`src/core/bst_defines.vh`:
```
`ifndef BSC_DEFINES_VH
`define BSC_DEFINES_VH
// Instruction register
`define BSC_IR_LEN 10
`define BSC_OP_EXTEST 10'h000
`define BSC_OP_SAMPLE 10'h005
`define BSC_OP_IDCODE 10'h006
`define BSC_OP_USERCODE 10'h007
`define BSC_OP_CFG_START 10'h002
`define BSC_OP_CFG_DATA 10'h003
`define BSC_OP_CFG_DONE 10'h004
`define BSC_OP_BYPASS 10'h3ff
`define BSC_IR_CAPTURE 10'h001
// Identification word fields
`define BSC_ID_LSB_POS 0
`define BSC_ID_MAKER_POS 1
`define BSC_ID_PART_POS 12
`define BSC_ID_VER_POS 28
// Signature register split
`define BSC_UC_LEN 32
`define BSC_UC_USER_BITS 7
// Reset values
`define BSC_RST_ONE 1'b1
`endif

```
`src/core/bst_sync.v`:
```
`timescale 1ns/10ps
`include "bst_defines.vh"
module bsc_sync #(
    parameter WIDTH = 4
) (
    input wire mclk,
    input wire sys_rst,
    input wire [WIDTH-1:0] din,
    output wire [WIDTH-1:0] dout
);
reg [WIDTH-1:0] stage1_ff;
reg [WIDTH-1:0] stage2_ff;
// Resets to ones so idle pins look pulled up
always @(posedge mclk) begin
    if (sys_rst) begin
        stage1_ff <= {WIDTH{`BSC_RST_ONE}};
        stage2_ff <= {WIDTH{`BSC_RST_ONE}};
    end else begin
        stage1_ff <= din;
        stage2_ff <= stage1_ff;
    end
end
assign dout = stage2_ff;
endmodule // bsc_sync

```
`src/core/bst_tap.v`:
```
`timescale 1ns/10ps
`include "bst_defines.vh"
////////////////////////////////////////////////////////////////////////////////
// Notes on behaviour
// - The port runs the standard sixteen-state TAP machine with capture, shift and update.
// - Boundary-scan test is refused while configuration is in progress.
// - Configuration data can be shifted in through the scan pins.
// - Sample/preload captures pins while the core runs and holds shifted data for later drive.
// - Extest drives outputs from the update latches and captures the input pins.
// - Bypass puts a single-bit register between data in and data out.
// - Usercode shifts the 32-bit user signature out on data out.
// - Idcode shifts the 32-bit identification word out on data out.
// - Device-specific instructions start, feed and finish configuration.
// - The instruction register is ten bits long.
// - The signature has seven user bits and twenty-five fixed bits.
// - The identification word is version, part, maker code and a one in the lsb.
// - Undriven scan inputs read as one.
module bsc_tap #(
    parameter BSR_LEN = 16,
    parameter [3:0] ID_VERSION = 4'h1,
    parameter [15:0] ID_PART = 16'h1234, // Arbitrary value
    parameter [10:0] ID_MAKER = 11'h055, // Arbitrary value
    parameter [24:0] UC_FIXED = 25'h000_0000
) (
    input wire mclk,
    input wire sys_rst,
    input wire tck,
    input wire tms,
    input wire tdi,
    input wire trstN,
    output reg tdo,
    output reg tdoOe,
    input wire [BSR_LEN-1:0] pinIn,
    input wire [BSR_LEN-1:0] coreOut,
    output reg [BSR_LEN-1:0] pinOut,
    input wire [6:0] userSig,
    output reg cfgBusy,
    output reg cfgDone,
    output reg cfgWordValid,
    output reg [31:0] cfgWord
);
// TAP controller states
localparam [3:0] S_RESET = 4'h0;
localparam [3:0] S_IDLE = 4'h1;
localparam [3:0] S_SEL_DR = 4'h2;
localparam [3:0] S_CAP_DR = 4'h3;
localparam [3:0] S_SH_DR = 4'h4;
localparam [3:0] S_EX1_DR = 4'h5;
localparam [3:0] S_PAU_DR = 4'h6;
localparam [3:0] S_EX2_DR = 4'h7;
localparam [3:0] S_UPD_DR = 4'h8;
localparam [3:0] S_SEL_IR = 4'h9;
localparam [3:0] S_CAP_IR = 4'ha;
localparam [3:0] S_SH_IR = 4'hb;
localparam [3:0] S_EX1_IR = 4'hc;
localparam [3:0] S_PAU_IR = 4'hd;
localparam [3:0] S_EX2_IR = 4'he;
localparam [3:0] S_UPD_IR = 4'hf;
wire [3:0] syncIn;
wire [BSR_LEN-1:0] pinInS;
reg tckDly_ff;
reg [3:0] state_ff;
reg [3:0] nxt_state;
reg [`BSC_IR_LEN-1:0] irShift_ff;
reg [`BSC_IR_LEN-1:0] ir_ff;
reg bypass_ff;
reg [31:0] dr32_ff;
reg [BSR_LEN-1:0] bsr_ff;
reg [BSR_LEN-1:0] bsrUpd_ff;
reg [4:0] cfgCnt_ff;
wire tckRise;
wire tckFall;
wire tmsS;
wire tdiS;
wire trstS;
wire [31:0] idWord;
wire [31:0] ucWord;
wire [2:0] sel;
// Pull-ups are modelled by the synchroniser reset value, trstN undriven reads high
bsc_sync #(.WIDTH(4)) u_sync (
    .mclk(mclk),
    .sys_rst(sys_rst),
    .din({tck, tms, tdi, trstN}),
    .dout(syncIn)
);
// Board pins are asynchronous to mclk as well
bsc_sync #(.WIDTH(BSR_LEN)) u_pinSync (
    .mclk(mclk),
    .sys_rst(sys_rst),
    .din(pinIn),
    .dout(pinInS)
);
assign tmsS = syncIn[2];
assign tdiS = syncIn[1];
assign trstS = syncIn[0];
assign tckRise = syncIn[3] & ~tckDly_ff;
assign tckFall = ~syncIn[3] & tckDly_ff;
assign idWord = {ID_VERSION, ID_PART, ID_MAKER, 1'b1};
assign ucWord = {UC_FIXED, userSig};
////////////////////////////////////////////////////////////////////////////////
// Instruction decode: 0 bypass, 1 boundary, 2 id, 3 user, 4 config data
function [2:0] dec_sel;
    input [`BSC_IR_LEN-1:0] op;
    input busy;
    begin
        case (op)
            `BSC_OP_EXTEST: dec_sel = busy ? 3'h0 : 3'h1;
            `BSC_OP_SAMPLE: dec_sel = busy ? 3'h0 : 3'h1;
            `BSC_OP_IDCODE: dec_sel = 3'h2;
            `BSC_OP_USERCODE: dec_sel = 3'h3;
            `BSC_OP_CFG_DATA: dec_sel = 3'h4;
            `BSC_OP_BYPASS: dec_sel = 3'h0;
            default: dec_sel = 3'h0;
        endcase
    end
endfunction
assign sel = dec_sel(ir_ff, cfgBusy);
////////////////////////////////////////////////////////////////////////////////
// TAP state machine
always @* begin
    nxt_state = state_ff;
    case (state_ff)
        S_RESET: nxt_state = tmsS ? S_RESET : S_IDLE;
        S_IDLE: nxt_state = tmsS ? S_SEL_DR : S_IDLE;
        S_SEL_DR: nxt_state = tmsS ? S_SEL_IR : S_CAP_DR;
        S_CAP_DR: nxt_state = tmsS ? S_EX1_DR : S_SH_DR;
        S_SH_DR: nxt_state = tmsS ? S_EX1_DR : S_SH_DR;
        S_EX1_DR: nxt_state = tmsS ? S_UPD_DR : S_PAU_DR;
        S_PAU_DR: nxt_state = tmsS ? S_EX2_DR : S_PAU_DR;
        S_EX2_DR: nxt_state = tmsS ? S_UPD_DR : S_SH_DR;
        S_UPD_DR: nxt_state = tmsS ? S_SEL_DR : S_IDLE;
        S_SEL_IR: nxt_state = tmsS ? S_RESET : S_CAP_IR;
        S_CAP_IR: nxt_state = tmsS ? S_EX1_IR : S_SH_IR;
        S_SH_IR: nxt_state = tmsS ? S_EX1_IR : S_SH_IR;
        S_EX1_IR: nxt_state = tmsS ? S_UPD_IR : S_PAU_IR;
        S_PAU_IR: nxt_state = tmsS ? S_EX2_IR : S_PAU_IR;
        S_EX2_IR: nxt_state = tmsS ? S_UPD_IR : S_SH_IR;
        S_UPD_IR: nxt_state = tmsS ? S_SEL_DR : S_IDLE;
        default: nxt_state = S_RESET;
    endcase
end
always @(posedge mclk) begin
    if (sys_rst) begin
        tckDly_ff <= 1'b1;
        state_ff <= S_RESET;
    end else begin
        tckDly_ff <= syncIn[3];
        if (!trstS) begin
            state_ff <= S_RESET;
        end else if (tckRise) begin
            state_ff <= nxt_state;
        end
    end
end
////////////////////////////////////////////////////////////////////////////////
// Capture and shift on the rising edge, update on the falling edge
always @(posedge mclk) begin
    if (sys_rst || !trstS) begin
        irShift_ff <= `BSC_IR_CAPTURE;
        ir_ff <= `BSC_OP_IDCODE;
        bypass_ff <= 1'b0;
        dr32_ff <= 32'h0000_0000;
        bsr_ff <= {BSR_LEN{1'b0}};
        bsrUpd_ff <= {BSR_LEN{1'b0}};
        cfgBusy <= 1'b0;
        cfgDone <= 1'b0;
        cfgWordValid <= 1'b0;
        cfgWord <= 32'h0000_0000;
        cfgCnt_ff <= 5'h00;
        tdo <= 1'b0;
        tdoOe <= 1'b0;
        pinOut <= {BSR_LEN{1'b0}};
    end else begin
        cfgWordValid <= 1'b0;
        if (tckRise) begin
            case (state_ff)
                S_RESET: ir_ff <= `BSC_OP_IDCODE;
                S_CAP_IR: irShift_ff <= `BSC_IR_CAPTURE;
                S_SH_IR: irShift_ff <= {tdiS, irShift_ff[`BSC_IR_LEN-1:1]};
                S_CAP_DR: begin
                    bypass_ff <= 1'b0;
                    cfgCnt_ff <= 5'h00;
                    if (sel == 3'h1) begin
                        bsr_ff <= pinInS;
                    end
                    if (sel == 3'h2) begin
                        dr32_ff <= idWord;
                    end
                    if (sel == 3'h3) begin
                        dr32_ff <= ucWord;
                    end
                end
                S_SH_DR: begin
                    case (sel)
                        3'h1: bsr_ff <= {tdiS, bsr_ff[BSR_LEN-1:1]};
                        3'h2, 3'h3: dr32_ff <= {tdiS, dr32_ff[31:1]};
                        3'h4: begin
                            // Config words assemble lsb first, one pulse per 32 bits
                            dr32_ff <= {tdiS, dr32_ff[31:1]};
                            cfgCnt_ff <= cfgCnt_ff + 5'h01;
                            if (cfgCnt_ff == 5'h1f) begin
                                cfgWord <= {tdiS, dr32_ff[31:1]};
                                cfgWordValid <= 1'b1;
                            end
                        end
                        default: bypass_ff <= tdiS;
                    endcase
                end
                default: ;
            endcase
        end
        if (tckFall) begin
            tdoOe <= (state_ff == S_SH_DR) || (state_ff == S_SH_IR);
            if (state_ff == S_SH_IR) begin
                tdo <= irShift_ff[0];
            end else begin
                case (sel)
                    3'h1: tdo <= bsr_ff[0];
                    3'h2, 3'h3, 3'h4: tdo <= dr32_ff[0];
                    default: tdo <= bypass_ff;
                endcase
            end
            if (state_ff == S_UPD_IR) begin
                ir_ff <= irShift_ff;
                // Config instructions bracket the load
                if (irShift_ff == `BSC_OP_CFG_START) begin
                    cfgBusy <= 1'b1;
                    cfgDone <= 1'b0;
                end
                if (irShift_ff == `BSC_OP_CFG_DONE && cfgBusy) begin
                    cfgBusy <= 1'b0;
                    cfgDone <= 1'b1;
                end
            end
            if (state_ff == S_UPD_DR && sel == 3'h1) begin
                bsrUpd_ff <= bsr_ff;
            end
        end
        // Extest outside configuration drives from latches; otherwise the core keeps the pins
        if (ir_ff == `BSC_OP_EXTEST && !cfgBusy) begin
            pinOut <= bsrUpd_ff;
        end else begin
            pinOut <= coreOut;
        end
    end
end
endmodule // bsc_tap

```
`config.mk`:
```
export PLATFORM = sky130hd
export DESIGN_NAME = bsc_tap
export DESIGN_NICKNAME = d
export VERILOG_FILES = /design/src/core/bst_sync.v /design/src/core/bst_tap.v
export VERILOG_INCLUDE_DIRS = /design/src /design/src/core
export SDC_FILE = /design/constraint.sdc
export NUM_CORES = 1
export LEC_CHECK = 0
export BUFFER_PORTS_ARGS = -buffer_cell sky130_fd_sc_hd__clkbuf_2
export CORE_AREA = 5 5 96 143
export CTS_CLUSTER_DIAMETER = 60
export DETAILED_ROUTE_END_ITERATION = 10
export DIE_AREA = 0 0 101 148
export HOLD_SLACK_MARGIN = 0.05
export PLACE_DENSITY_LB_ADDON = 0.05
export SLEW_MARGIN = 20
export SYNTH_ARGS = -nofsm -noshare
export SYNTH_HDL_FRONTEND = slang
export SYNTH_SLANG_ARGS = --single-unit
```
`constraint.sdc`:
```
create_clock -name mclk -period 5 [get_ports mclk]
set_input_delay 1 -clock mclk [delete_from_list [all_inputs] [get_ports mclk]]
set_output_delay 1 -clock mclk [all_outputs]
set_load 0.1 [all_outputs]
```
# Word-level counts from Yosys, hierarchy flattened
# Index checks and enable logic that the tools add are counted.
# classes
addsub	1
n_eq_ne	32
n_mux	39
bitwise_logic	8
reduce_logical	28
# op_table
cell	count
32-bit two-way mux	3
32-bit one-hot mux with 2 select lines	1
16-bit two-way mux	3
4-bit one-hot mux with 12 select lines	1
10-bit by 3-bit == test with 1-bit output (second input constant)	4
10-bit two-way mux	4
4-bit == test (second input constant)	8
16-bit one-hot mux with 2 select lines	1
10-bit by 2-bit == test with 1-bit output (second input constant)	2
10-bit one-hot mux with 2 select lines	1
4-bit by 3-bit == test with 1-bit output (second input constant)	4
4-bit two-way mux	4
3-bit one-hot mux with 4 select lines	1
4-bit AND reduction	3
1-bit two-way mux	11
10-bit logical NOT	1
5-bit one-hot mux with 2 select lines	1
3-bit AND reduction	3
4-bit by 2-bit == test with 1-bit output (second input constant)	2
2-bit != test (second input constant)	4
2-bit OR reduction	4
4-bit OR reduction	2
3-bit by 2-bit == test with 1-bit output (second input constant)	2
2-bit two-way mux	3
other kinds (19)	35
# word_totals
reg_bits	188
input_bits	45
out_inout_bits	53
wordCells	128

# Depth between registers and ports, before layout
# logic_depth
word_depth	7
ltp_mapped	8
depth_no_buf	6

# Cells and area by module
# Synthesis repeated with hierarchy kept, for this count alone.
# unflattened
hier_cells	787
area_unflattened_um2	7408.4
# by_module_without_submodules
module	instances	cells_per_inst	area_each_um2	seq_area_each_um2
bsc_tap	1	704	6323.6	2962.8
bsc_sync (u_pinSync)	1	67	874.6	640.6
bsc_sync (u_sync)	1	16	210.2	160.2

# Least setup slack after synthesis
# No wires, ideal clock.
# synth_timing
kind	register to register
from	reg cfgBusy
to	reg pinOut[10]
setup_ps	128
arrival_time_ps	2205
required_time_ps	4872
slack_ps	2667
path_stages_with_launch	6
path_buffers	1
synth_period_minus_slack_ps	2333
cell_sequence	dfxtp_1 > nor3_1 > nand4_1 > clkbuf_1 > mux2i_1 > nor2_1
# synth_between
elab_chain_len	3
# synth_lines
item	line	rtl
start, declared	bst_tap.v:37	output reg cfgBusy,
start signal, assigned	bst_tap.v:165	cfgBusy <= 1'b0;
start signal, assigned	bst_tap.v:227	cfgBusy <= 1'b1;
start signal, assigned	bst_tap.v:231	cfgBusy <= 1'b0;
1-bit logical NOT	bst_tap.v:240	if (ir_ff == `BSC_OP_EXTEST && !cfgBusy) begin
1-bit logical AND	bst_tap.v:240	
16-bit two-way mux	bst_tap.v:240	
end signal, assigned	bst_tap.v:172	pinOut <= {BSR_LEN{1'b0}};
end signal, assigned	bst_tap.v:241	pinOut <= bsrUpd_ff;
end signal, assigned	bst_tap.v:243	pinOut <= coreOut;
end, declared	bst_tap.v:35	output reg [BSR_LEN-1:0] pinOut,
# Every way passes these cells.
# A chain may end at the register's enable or synchronous reset.

# Worst setup path in the final report
# layout_timing
from	reg state_ff[2]
to	reg dr32_ff[4]
# layout_between
elab_chain_len	3
elab_cells_between_ends	7
cone_classes	eq/ne (4); mux (1); reduce/logical (2)
# layout_lines
item	line	rtl
start, declared	bst_tap.v:62	reg [3:0] state_ff;
start signal, assigned	bst_tap.v:151	state_ff <= nxt_state;
4-bit by 2-bit == test with 1-bit output or 4-bit by 3-bit == test with 1-bit output (tied branches)	bst_tap.v:176	case (state_ff)
3-bit != test (no source line), or another cell as far along	-	
4-bit AND reduction (no source line)	-	
end signal, assigned	bst_tap.v:187	dr32_ff <= idWord;
end signal, assigned	bst_tap.v:190	dr32_ff <= ucWord;
end signal, assigned	bst_tap.v:196	3'h2, 3'h3: dr32_ff <= {tdiS, dr32_ff[31:1]};
end, declared	bst_tap.v:67	reg [31:0] dr32_ff;
# Parallel ways exist; a longest one is shown, timed or not.

==> run summary <==
Io pins - 98
Row cnt - 50
Crit path capture - dr32_ff[4]$_SDFFE_PP0P_
First-pass GRT wire length - 28.4 mm
Final #Nets - 926
Initial DRC Count - 358
DR pass1 iterations - 5
TritonCTS buffer count - 17
Post-route insts no fill - 1048
Ant diodes - 0
Async SR Flop Fraction - 0%
WS Path Type - reg -> reg
Worst Path Buf+Inv - 1
Max-slew headroom - 27.4%
Cell count after synthesis - 825
CTS Sinks - 188
Syn Std Cell Area - 0.00746 mm2
Die Wd - 101 um
Seq/Total Area, Yosys - 50.4%
Hold Fails Final Rpt - 0
Dpl hpwl - 11.3 mm
Worst setup EP type - flip-flop
Max-slew violation count - 0
Max cap viols - 0
Outcome - finished clean
RR Endpoint - dr32_ff[4]$_SDFFE_PP0P_
Final setup vio count - 0
Startpoint types - flip-flop
Peak VDD IR - 304 uV
Period utilisation layout - 63.0%
Hold-fix buffers, CTS - 0
Final core utilization - 69.2%
Synthesized area per cell - 9.04 um2
ANT nets after route - 0
CP max-delay cell - a21oi_4
Clk buf depth - 2
Clock-pin slew on the worst setup and hold paths - 0.07 ns
Pin count of the biggest net entering global routing - 70
Antenna violations before repair - 0
Total Neg Setup Slack - 0 ns
Met2 wire length - 8.85 mm
Post-Route M1 WL - 7.00 mm
H-tree depth - 4
Worst R2R Setup Slack - 1.85 ns
Cells on worst reg2reg path - 5
# Post-CTS Setup Buffers - 0
Critical path data required time - 5.31 ns
CP max stage delay - 0.92 ns
Filler cells - 998
Critical Path AT - 3.46 ns
Vias in the first global route - 6057
Highest Clock Rate - 317 MHz
Levels on crit path - 5
Wirelength per Cell - 16.2 um
Synth Register Bits - 188
LEAKAGE - 3.31 nW
Die area - 0.0149 mm2
Area of the multi-input gates - 0.00339 mm2
Worst Clk Skew - 0.0102 ns
Synth cell types - 59
Met3 WL - 806 um
Routed WL - 17.0 mm
PwrDens - 357 mW/mm2
CP max FO - 41
Minimum clock period - 3.15 ns
Worst r2r src - state_ff[2]$_SDFFE_PP0P_
CTS tree - done
Critical Path Start - state_ff[2]$_SDFFE_PP0P_
Yosys warnings - 0
Via density - 5.95
Clk Latency, worst-skew pair - 0.43 ns
Hold WC Path Type - reg -> reg
RSZ-0062 raised after global routing - false
Die Ht - 148 um
Register area - 0.00376 mm2
Global Route Usage Sum - 23.1%
# resized after CTS - 0
Total grt overflow - 0
Worst Tran Pin Value - 1.08 ns
Synth Net Count - 872
Root Buffer Master - clkbuf_16
Top routing layer in use - met4
Port Buffers - 97
Core area - 0.0123 mm2
Starting density of the core - 60.5%
CP delay by family, top - compound AO/OA/AOI/OAI gates
Share of cells above drive strength 1 - 21.2%
Placed insts - 1015
Top_reg_cell synth - dfxtp_1
Layout area overhead - 14.4%
DR vias - 6240
EDFF count, synth - 0
DRC Markers - 0
CP cell instances - nor4b_4 -> buf_4 -> nand4_1 -> a21oi_4 -> mux2_2
Final GP Congestion - 0.809
[cells by family after synthesis]
logic type / share of synthesized area, %
simple gates: 20.4
xor+xnor: 0.352
compound gates: 17.5
fa+ha+maj: 0.335
mux: 6.46
flops: 50.4
buf+inv: 4.51
[area by class of cell]
class                           count  area share, %
Sequential cell                   188           44.1
Tap cell                          156           2.29
Multi-Input combinational cell    560           39.8
Inverter                            8          0.352
Clock inverter                     14           1.99
Timing Repair Buffer              104           6.35
Clock buffer                       18           5.15
[power by group]
group / total [mW] / internal (mW) / switching, mW
combinational: 0.151 / 0.0407 / 0.110
clock: 1.36 / 0.733 / 0.632
sequential: 1.53 / 1.52 / 0.0106
[metrics by stage]
| stage | instance area, um2 | worst slack (ns) | hold WS, ns | total power [mW] |
|---|---|---|---|---|
| floorplan | 7460 | 2.67 | 0.389 | 1.68 |
| global placement | 7910 | 1.89 | 0.392 | 1.71 |
| detailed placement | 7910 | 1.83 | 0.392 | 1.72 |
| CTS | 8520 | 1.86 | 0.409 | 3.07 |
| global route | 8530 | 1.66 | 0.424 | 3.15 |
| finish | 8530 | 1.85 | 0.409 | 3.05 |
[worst min path at each step]
| stage | start | to | slack (ns) | cells after the start |
|---|---|---|---|---|
| after floorplan | u_pinSync.stage1_ff[0]$_SDFF_PP1_ | u_pinSync.dout[0]$_SDFF_PP1_ | 0.39 | 1 |
| after global placement | u_pinSync.stage1_ff[5]$_SDFF_PP1_ | u_pinSync.dout[5]$_SDFF_PP1_ | 0.39 | 1 |
| after detailed placement | u_pinSync.stage1_ff[13]$_SDFF_PP1_ | u_pinSync.dout[13]$_SDFF_PP1_ | 0.39 | 1 |
| after CTS | u_pinSync.stage1_ff[13]$_SDFF_PP1_ | u_pinSync.dout[13]$_SDFF_PP1_ | 0.41 | 1 |
| after global routing | u_pinSync.stage1_ff[14]$_SDFF_PP1_ | u_pinSync.dout[14]$_SDFF_PP1_ | 0.42 | 1 |
| final | u_pinSync.stage1_ff[13]$_SDFF_PP1_ | u_pinSync.dout[13]$_SDFF_PP1_ | 0.41 | 1 |
[cell usage in the layout, fill, tap and decap left out, types with 29 or more instances in the layout]
cell type	synthesis	layout
dfxtp_1	188	188
clkbuf_2	0	97
a21oi_1	72	72
nand2_1	70	70
nand3_1	70	70
mux2i_1	47	47
nor2_1	45	45
or2_2	42	42
o21ai_0	41	41
o21ai_1	29	29
[layer usage]
metal  global-route usage [%]  vias to the layer above
met2                     40.8                      164
met4                     6.99                        0
met3                     4.63                       34
met1                     27.9                     2981
met5                        0                        -
li1                         -                     3061
[Yosys cell counts (2+ instances only)]
library cell	count	area (um2)
mux2i_1	47	470
nand4b_1	3	26.3
and4_1	2	17.5
nor2b_1	7	43.8
nand2b_1	4	25.0
o21ai_0	41	205
a311oi_1	16	140
a22oi_1	17	128
a21oi_1	72	360
clkbuf_1	51	191
o2111ai_1	2	17.5
xnor2_1	3	26.3
o211ai_1	2	15.0
a21o_1	3	22.5
nor3_1	10	50.1
or4_1	5	37.5
or2_2	42	263
nand3_1	70	350
buf_4	2	15.0
and3_1	3	18.8
a211oi_1	3	22.5
nand2_1	70	263
nor4_4	2	42.5
a41oi_1	2	17.5
inv_1	8	30.0
o221ai_1	4	35.0
ha_1	2	25.0
o21ai_1	29	145
buf_1	4	15.0
nor2_1	45	169
dfxtp_1	188	3760
nor3b_1	8	60.1
nand4_1	10	62.6
o31ai_1	3	22.5
buf_2	8	40.0
o221a_2	2	22.5
or4b_1	2	20.0
a2bb2oi_1	2	17.5
a31oi_1	6	37.5
buf_6	4	45.0
or3_1	3	18.8
[flip-flops by register name, summed over array words and instances (netlist names)]
name and cells:
bsrUpd_ff 16, cfgBusy 1, pinOut 16, cfgCnt_ff 5, bsr_ff 16, cfgWord 32, state_ff 4, u_pinSync.stage1_ff 16
irShift_ff 10, tdo 1, u_pinSync.dout 16, cfgDone 1, tckDly_ff 1, tdoOe 1, cfgWordValid 1, bypass_ff 1
u_sync.dout 4, ir_ff 10, u_sync.stage1_ff 4, dr32_ff 32
No activity file was read; power rests on OpenSTA's default activity.
